**config.mk**
```make
export PLATFORM = sky130hd
export DESIGN_NAME = gpp_ports
export DESIGN_NICKNAME = d
export VERILOG_FILES = /design/src/common/gpp_pkg.sv /design/src/rtl/gpp_ports.sv
export SDC_FILE = /design/constraint.sdc
export NUM_CORES = 1
export LEC_CHECK = 0
export CAP_MARGIN = 25
export CORE_ASPECT_RATIO = 1.1
export CORE_MARGIN = 2
export CORE_UTILIZATION = 52
export CTS_CLUSTER_DIAMETER = 60
export DETAILED_ROUTE_END_ITERATION = 8
export DONT_BUFFER_PORTS = 1
export PLACE_DENSITY_LB_ADDON = 0.05
export SYNTH_ARGS = -nofsm -noshare
export SYNTH_HDL_FRONTEND = slang
export SYNTH_SLANG_ARGS = --single-unit
```
**constraint.sdc**
```tcl
create_clock -name REF_CLK -period 4.5 [get_ports REF_CLK]
set_input_delay 0.225 -clock REF_CLK [delete_from_list [all_inputs] [get_ports REF_CLK]]
set_output_delay 0.225 -clock REF_CLK [all_outputs]
set_load 0.02 [all_outputs]
```
**src/common/gpp_pkg.sv**
```systemverilog
/*
 * Constants for the general purpose port block: register offsets,
 * widths, field positions and reset values.
 * Assumes an 8-bit register port with a 6-bit byte address.
 */
package gpp_pkg;
   // -----------------------------------------------------------------
   // Widths
   // -----------------------------------------------------------------
   localparam int AW  = 6;
   localparam int DW  = 8;
   localparam int P2W = 3;
   localparam int CHW = 3;

   // -----------------------------------------------------------------
   // Register offsets
   // -----------------------------------------------------------------
   localparam logic [AW-1:0] OFS_P1_LATCH = 6'h01;
   localparam logic [AW-1:0] OFS_P2_LATCH = 6'h02;
   localparam logic [AW-1:0] OFS_P3_LATCH = 6'h03;
   localparam logic [AW-1:0] OFS_P4_LATCH = 6'h04;
   localparam logic [AW-1:0] OFS_P2_PINS  = 6'h0a;
   localparam logic [AW-1:0] OFS_P1_DIR   = 6'h0d;
   localparam logic [AW-1:0] OFS_P3_DIR   = 6'h0e;
   localparam logic [AW-1:0] OFS_P4_DIR   = 6'h0f;
   localparam logic [AW-1:0] OFS_CONV1    = 6'h1c;
   localparam logic [AW-1:0] OFS_CLKMODE  = 6'h20;

   // -----------------------------------------------------------------
   // Fields and reset values
   // -----------------------------------------------------------------
   localparam int ANALOG_INPUT_DISABLE_BIT  = 4;
   localparam int CHSEL_LSB  = 0;
   localparam int DUAL_BIT   = 0;
   localparam int OSC_IN_BIT = 1;
   localparam int OSC_OUT_BIT = 2;
   localparam int INT_BIT    = 0;

   localparam logic [DW-1:0]  ZERO_BYTE  = 8'h00;
   localparam logic [DW-1:0]  ONES_BYTE  = 8'hff;
   localparam logic [DW-1:0]  RST_DIR    = 8'h00;
   localparam logic [DW-1:0]  RST_LATCH  = 8'h00;
   localparam logic [P2W-1:0] RST_P2     = 3'h7;
   localparam logic [DW-1:0]  RST_CONV1  = 8'h10;
   localparam logic [DW-1:0]  RST_MODE   = 8'h00;
endpackage

```
**src/rtl/gpp_ports.sv**
```systemverilog
/*
 * Ports one to four: direction registers, output latches, pin
 * read-back, analog takeover of port three, slow oscillator pins and
 * the falling-edge interrupt request of port two bit zero.
 * Assumes pin inputs are synchronous to REF_CLK and that pads merge
 * OUT and OE into the wire level.
 */
// The implementer's own choices: the plain strobed port and the register addresses.
// Functional notes
// RULE1: Port one direction bit 0 is input, 1 drives the pin from latch.
// RULE2: Reset clears port one directions and latches to zero.
// RULE3: Latch writes on ports one, three, four happen whatever direction holds.
// RULE4: Reads give pin level for inputs and latch for outputs.
// RULE5: Read-modify-write stores the whole read byte, input pins included.
// RULE6: Software presets latch to one, then direction, for timer outputs.
// RULE7: Port two has three bits whose latches reset to one.
// RULE8: Software keeps port two latch at one for inputs and alternates.
// RULE9: Dual clock mode gives port two bits one, two to the oscillator.
// RULE10: A falling edge on port two bit zero raises the interrupt request.
// RULE11: Port two latch and pins read apart; upper bits read zero.
// RULE12: Reset clears port three directions and sets analog disable.
// RULE13: With analog enabled, selected port three pin is analog only.
// RULE14: Selected analog pin reads back as its digital level.
// RULE15: Software avoids port three output activity during conversion.
// RULE16: Port four direction bit 0 is input, 1 is output.
// RULE17: Reset clears port four directions and latches to zero.
// RULE18: Undirected pins without alternate claim keep drivers off.
module gpp_ports
(
   input  wire logic                 REF_CLK,
   input  wire logic                 RESET,
   input  wire logic [gpp_pkg::AW-1:0]  ADDR,
   input  wire logic [gpp_pkg::DW-1:0]  WDATA,
   input  wire logic                 WR,
   input  wire logic                 RD,
   output logic      [gpp_pkg::DW-1:0]  RDATA,
   input  wire logic [gpp_pkg::DW-1:0]  P1_IN,
   output logic      [gpp_pkg::DW-1:0]  P1_OUT,
   output logic      [gpp_pkg::DW-1:0]  P1_OE,
   input  wire logic [gpp_pkg::DW-1:0]  P1_ALT_EN,
   input  wire logic [gpp_pkg::DW-1:0]  P1_ALT_VAL,
   input  wire logic [gpp_pkg::P2W-1:0] P2_IN,
   output logic      [gpp_pkg::P2W-1:0] P2_OUT,
   output logic      [gpp_pkg::P2W-1:0] P2_OE,
   input  wire logic [gpp_pkg::DW-1:0]  P3_IN,
   output logic      [gpp_pkg::DW-1:0]  P3_OUT,
   output logic      [gpp_pkg::DW-1:0]  P3_OE,
   input  wire logic [gpp_pkg::DW-1:0]  P4_IN,
   output logic      [gpp_pkg::DW-1:0]  P4_OUT,
   output logic      [gpp_pkg::DW-1:0]  P4_OE,
   output logic      [gpp_pkg::DW-1:0]  ANALOG_SEL,
   output logic                      SLOW_OSC_EN,
   output logic                      SLOW_OSC_IN,
   output logic                      EXT_INT_REQ
);
   import gpp_pkg::*;

   // -----------------------------------------------------------------
   // State
   // -----------------------------------------------------------------
   logic [DW-1:0]  port_one_direction;
   logic [DW-1:0]  port_three_direction;
   logic [DW-1:0]  port_four_direction;
   logic [DW-1:0]  port_one_latch;
   logic [P2W-1:0] port_two_output_latch;
   logic [DW-1:0]  port_three_output_latch;
   logic [DW-1:0]  port_four_latch;
   logic [DW-1:0]  converter_control_one;
   logic [DW-1:0]  clock_mode;
   logic           p20_prev;
   logic [DW-1:0]  next_rdata;
   logic [DW-1:0]  next_ana;
   logic [CHW-1:0] chan;
   logic           analog_on;
   logic           dual_mode;

   assign chan      = converter_control_one[CHSEL_LSB +: CHW];
   assign analog_on = ~converter_control_one[ANALOG_INPUT_DISABLE_BIT];
   assign dual_mode = clock_mode[DUAL_BIT];

   // Input bits show the pin, output bits the latch
   function automatic logic [DW-1:0] mix(input logic [DW-1:0] dir,
                                         input logic [DW-1:0] lat,
                                         input logic [DW-1:0] pin);
      mix = (dir & lat) | (~dir & pin);
   endfunction

   function automatic logic wr_hit(input logic [AW-1:0] ofs);
      wr_hit = WR && (ADDR == ofs);
   endfunction

   // -----------------------------------------------------------------
   // Direction registers
   // -----------------------------------------------------------------
   always_ff @(posedge REF_CLK or posedge RESET) begin
      if (RESET) begin
         port_one_direction   <= RST_DIR; // RULE2
         port_three_direction <= RST_DIR; // RULE12
         port_four_direction  <= RST_DIR; // RULE17
      end else begin
         if (wr_hit(OFS_P1_DIR)) port_one_direction <= WDATA; // RULE1
         if (wr_hit(OFS_P3_DIR)) port_three_direction <= WDATA;
         if (wr_hit(OFS_P4_DIR)) port_four_direction <= WDATA; // RULE16
      end
   end

   // -----------------------------------------------------------------
   // Output latches
   // -----------------------------------------------------------------
   // Whole-byte store: a bit-set on a mixed port copies sampled input
   // levels into the input bits' latches, as the read returned them.
   always_ff @(posedge REF_CLK or posedge RESET) begin
      if (RESET) begin
         port_one_latch          <= RST_LATCH; // RULE2
         port_two_output_latch   <= RST_P2; // RULE7
         port_three_output_latch <= RST_LATCH;
         port_four_latch         <= RST_LATCH; // RULE17
      end else begin
         if (wr_hit(OFS_P1_LATCH)) port_one_latch <= WDATA; // RULE3 RULE5
         if (wr_hit(OFS_P2_LATCH)) port_two_output_latch <= WDATA[P2W-1:0];
         if (wr_hit(OFS_P3_LATCH)) port_three_output_latch <= WDATA; // RULE3
         if (wr_hit(OFS_P4_LATCH)) port_four_latch <= WDATA; // RULE3
      end
   end

   // -----------------------------------------------------------------
   // Converter control and clock mode
   // -----------------------------------------------------------------
   always_ff @(posedge REF_CLK or posedge RESET) begin
      if (RESET) begin
         converter_control_one <= RST_CONV1; // RULE12
         clock_mode            <= RST_MODE;
      end else begin
         if (wr_hit(OFS_CONV1)) converter_control_one <= WDATA;
         if (wr_hit(OFS_CLKMODE)) clock_mode <= WDATA;
      end
   end

   // -----------------------------------------------------------------
   // Read path
   // -----------------------------------------------------------------
   always_comb begin
      next_ana = ZERO_BYTE;
      if (analog_on) next_ana[chan] = 1'b1; // RULE13
   end

   always_comb begin
      next_rdata = ZERO_BYTE;
      if (!RD) begin
         next_rdata = ZERO_BYTE;
      end else if (ADDR == OFS_P1_LATCH) begin
         next_rdata = mix(port_one_direction, port_one_latch, P1_IN); // RULE4
      end else if (ADDR == OFS_P2_LATCH) begin
         next_rdata[P2W-1:0] = port_two_output_latch; // RULE11
      end else if (ADDR == OFS_P2_PINS) begin
         next_rdata[P2W-1:0] = P2_IN; // RULE11
      end else if (ADDR == OFS_P3_LATCH) begin
         // Analog pin reads its threshold level, not the latch
         next_rdata = mix(port_three_direction & ~next_ana,
                          port_three_output_latch, P3_IN); // RULE4 RULE14
      end else if (ADDR == OFS_P4_LATCH) begin
         next_rdata = mix(port_four_direction, port_four_latch, P4_IN); // RULE4
      end else if (ADDR == OFS_P1_DIR) begin
         next_rdata = port_one_direction;
      end else if (ADDR == OFS_P3_DIR) begin
         next_rdata = port_three_direction;
      end else if (ADDR == OFS_P4_DIR) begin
         next_rdata = port_four_direction;
      end else if (ADDR == OFS_CONV1) begin
         next_rdata = converter_control_one;
      end else if (ADDR == OFS_CLKMODE) begin
         next_rdata = clock_mode;
      end
   end

   always_ff @(posedge REF_CLK or posedge RESET) begin
      if (RESET) RDATA <= ZERO_BYTE;
      else       RDATA <= next_rdata;
   end

   // -----------------------------------------------------------------
   // Pin drivers
   // -----------------------------------------------------------------
   // Alternate outputs only reach the pin once the direction bit is 1
   always_ff @(posedge REF_CLK or posedge RESET) begin
      if (RESET) begin
         P1_OUT <= RST_LATCH;
         P1_OE  <= RST_DIR;
      end else begin
         P1_OUT <= (P1_ALT_EN & P1_ALT_VAL) | (~P1_ALT_EN & port_one_latch); // RULE1
         P1_OE  <= port_one_direction; // RULE1 RULE18
      end
   end

   // Port two is pull-down only: a 0 in the latch drives the pin low
   always_ff @(posedge REF_CLK or posedge RESET) begin
      if (RESET) begin
         P2_OUT <= RST_P2;
         P2_OE  <= ~RST_P2;
      end else begin
         P2_OUT <= port_two_output_latch;
         P2_OE  <= ~port_two_output_latch;
         if (dual_mode) begin
            P2_OE[OSC_IN_BIT]  <= 1'b0; // RULE9
            P2_OE[OSC_OUT_BIT] <= 1'b0; // RULE9
         end
      end
   end

   always_ff @(posedge REF_CLK or posedge RESET) begin
      if (RESET) begin
         P3_OUT     <= RST_LATCH;
         P3_OE      <= RST_DIR;
         ANALOG_SEL <= ZERO_BYTE;
      end else begin
         P3_OUT     <= port_three_output_latch;
         P3_OE      <= port_three_direction & ~next_ana; // RULE13 RULE18
         ANALOG_SEL <= next_ana; // RULE13
      end
   end

   always_ff @(posedge REF_CLK or posedge RESET) begin
      if (RESET) begin
         P4_OUT <= RST_LATCH;
         P4_OE  <= RST_DIR;
      end else begin
         P4_OUT <= port_four_latch;
         P4_OE  <= port_four_direction; // RULE16 RULE18
      end
   end

   // -----------------------------------------------------------------
   // Slow oscillator and interrupt edge
   // -----------------------------------------------------------------
   always_ff @(posedge REF_CLK or posedge RESET) begin
      if (RESET) begin
         SLOW_OSC_EN <= 1'b0;
         SLOW_OSC_IN <= 1'b0;
      end else begin
         SLOW_OSC_EN <= dual_mode; // RULE9
         SLOW_OSC_IN <= dual_mode & P2_IN[OSC_IN_BIT]; // RULE9
      end
   end

   // Edge taken from the pin, so a driven pulse also raises a request
   always_ff @(posedge REF_CLK or posedge RESET) begin
      if (RESET) begin
         p20_prev    <= 1'b0;
         EXT_INT_REQ <= 1'b0;
      end else begin
         p20_prev    <= P2_IN[INT_BIT];
         EXT_INT_REQ <= p20_prev & ~P2_IN[INT_BIT]; // RULE10
      end
   end
endmodule

```
==> results.py <==
metrics = {
    "outcome": {
        "status": "finished clean",
    },
    "finish": {
        "antenna_cells": 0,
        "area_delta_synth_final_pct": 16.0,
        "postLayoutCoreUtil_pct": 61.2,
        "fin_nets": 492,
        "drive_gt1_share_pct": 29.8,
    },
    "yosys": {
        "synth_xor_area_share_pct": 0.153,
        "ys_async_sr_fraction_pct": 100,
        "yosys_register_bits": 141,
        "synthCells": 397,
        "synth_top_family_by_area": "multiplexers",
        "synthAdderAreaFrac_pct": 0,
        "synth_area_um2": 5710,
        "yosys.area_share.simple_pct": 8.64,
        "synth.distinct_cells": 58,
        "seq_area_frac_synth_pct": 62.0,
        "synth_edf_count": 0,
        "synthMuxAreaShare_pct": 19.2,
        "ys.flop_type": "dfrtp_1",
        "synth_compound_area_share_pct": 7.34,
        "ys_warn_count": 0,
        "syn_area_per_cell_um2": 14.4,
        "syn-num-nets": 458,
    },
    "placement": {
        "io_buffers": 0,
        "dp_hpwl_um": 9260,
        "place.gp.congestion": 0.914,
    },
    "clocking": {
        "cts_tree": "yes",
        "cts.sinks": 141,
        "clk_pin_slew_ns": 0.05,
        "cts_buffers": 17,
        "clk-insertion-delay-late_ns": 0.42,
        "postCtsHoldBufs": 28,
        "htree_levels": 4,
        "cts_root_buf": "clkbuf_16",
        "cts_resized": 0,
        "cts.path.max_buffers": 2,
        "cts_setup_buffers": 0,
    },
    "worst_hold_path": {
        "hp-class": "primary input to flip-flop",
    },
    "timing": {
        "fmax_ghz": 0.451,
        "min_period_over_period_pct": 49.3,
        "period_needed_ns": 2.22,
        "finalHoldViolations": 0,
        "rsz0062_at_grt": "no",
        "fin_skew_ns": 0.0143,
        "setup_viol": 0,
        "tightestPinTransition_ns": 0.887,
        "finalMaxSlewViolations": 0,
        "slew_headroom_pct": 40.1,
        "fin_setup_tns_ns": 0,
    },
    "die": {
        "initial_utilization_pct": 52.8,
        "die_w_um": 104,
        "fp.dieH_um": 114,
        "die_area_um2": 11800,
        "pin_count": 134,
        "core_um2": 10800,
        "std_cell_rows": 40,
    },
    "run": {
        "maxCapViolations": 0,
    },
    "critical_path": {
        "crit_arrival_ns": 2.51,
        "critPathMaxFanout": 10,
        "ff2ff_setup_slack_ns": 2.28,
        "critPathLaunchType": "flip-flop",
        "end_kind": "flip-flop",
        "critPathKind": "flip-flop to flip-flop",
        "required_ns": 4.79,
    },
    "routing": {
        "viasPerCell": 5.95,
        "wire_per_inst_um": 24.5,
        "drc": 0,
        "initialDrtViolationCount": 185,
        "dr.pass1.iters": 4,
        "wirelength_um": 14500,
        "ant_nets": 0,
        "vias": 3508,
    },
    "power": {
        "vdd_drop_max_mv": 0.269,
        "leakage_nw": 3.04,
        "power.density_nw_per_um2": 482,
    },
    "global_routing": {
        "grt_pass1_vias": 3671,
        "grt_pass1_wl_um": 21900,
        "grt.total_usage_pct": 25.4,
        "antenna_found_initial": 0,
        "grt_max_degree": 104,
        "overflow": 0,
    },
}
==> logic make-up after synthesis <==
kind of cell,Yosys count
multiplexers,99
AO/OA/AOI/OAI,53
XOR/XNOR,1
flip-flops,141
AND/OR/NAND/NOR,80
buffers and inverters,23
==> routing by layer <==
metal	wire, um	share of wire [%]	GRT usage [%]	vias up
li1	-	-	-	1543
met1	6460	45	34.5	1799
met2	6810	47	39.5	150
met3	992	6.9	7.49	16
met4	210	1.5	8.92	0
met5	0	0	0	-
==> placed cells by master (no fill, tap or decap), types with 7 or more instances in the layout <==
cell type	netlist	final
a21oi_1	8	8
mux2i_1	13	13
nand2_1	14	14
dlygate4sd3_1	0	28
dfrtp_1	134	134
clkbuf_16	0	17
dfstp_2	7	7
nor2b_1	8	8
clkbuf_1	6	8
nand3_1	8	8
nor2_1	11	11
mux2_2	86	86
==> cell usage after synthesis (4+ instances only) <==
library cell | n | share of area [%]
nor2b_1 | 8 | 0.88
clkbuf_8 | 4 | 0.96
dfstp_2 | 7 | 3.2
and2_1 | 4 | 0.44
a32oi_1 | 5 | 0.77
clkbuf_1 | 6 | 0.39
nor2_1 | 11 | 0.72
nor3_1 | 4 | 0.35
mux2_2 | 86 | 17
mux2i_1 | 13 | 2.3
a22o_1 | 5 | 0.77
a2bb2oi_1 | 4 | 0.61
nand3_1 | 8 | 0.70
a21oi_1 | 8 | 0.70
nand2_1 | 14 | 0.92
dfrtp_1 | 134 | 59
o22ai_1 | 4 | 0.44
inv_1 | 7 | 0.46
==> area by class of cell <==
class,count,area [um^2]
tap,147,184
timing repair buffer,31,303
inverter,7,31.3
multi-input combinational,233,2020
sequential,141,3540
clock inverter,2,35.0
clock buffer,29,510
fill,880,4190
==> final timing paths <==
path,start,to,cells past startpoint
setup / recovery,converter_control_one[0]$_DFFE_PP0P_,RDATA[3]$_DFF_PP0_,5
hold / removal,RD,RDATA[1]$_DFF_PP0_,1
setup reg to reg,converter_control_one[0]$_DFFE_PP0P_,RDATA[3]$_DFF_PP0_,5
hold reg to reg,port_two_output_latch[0]$_DFFE_PP1P_,P2_OUT[0]$_DFF_PP1_,0
max in group asynchronous,RESET,port_two_output_latch[2]$_DFFE_PP1P_,3
min in group asynchronous,RESET,P1_OUT[4]$_DFF_PP0_,2
==> power breakdown <==
group	switching, W	internal (W)
Clock	0.000483	0.000816
Sequential	0.000214	0.00143
Combinational	0.000109	0.000137
Total	0.000806	0.00238
==> worst max-delay path: stages (launching register included) <==
cell,delay (ns)
dfrtp_1,0.58
nor4bb_1,0.83
nor2b_1,0.17
mux2i_1,0.24
a21oi_1,0.10
a2bb2oi_1,0.17
==> per-stage QoR <==
stage	hold slack (ns)	instance area, um^2	setup slack (ns)	total power [W]	std cells
after floorplan	0.256	5710	0.505	0.00180	397
after global placement	0.257	5790	2.28	0.00187	531
after detailed placement	0.257	5790	2.32	0.00188	531
after CTS	0.0266	6620	2.27	0.00321	590
after global routing	0.0277	6620	2.18	0.00331	590
final	0.0386	6620	2.28	0.00319	590
Power figures use the tool's default switching activity.
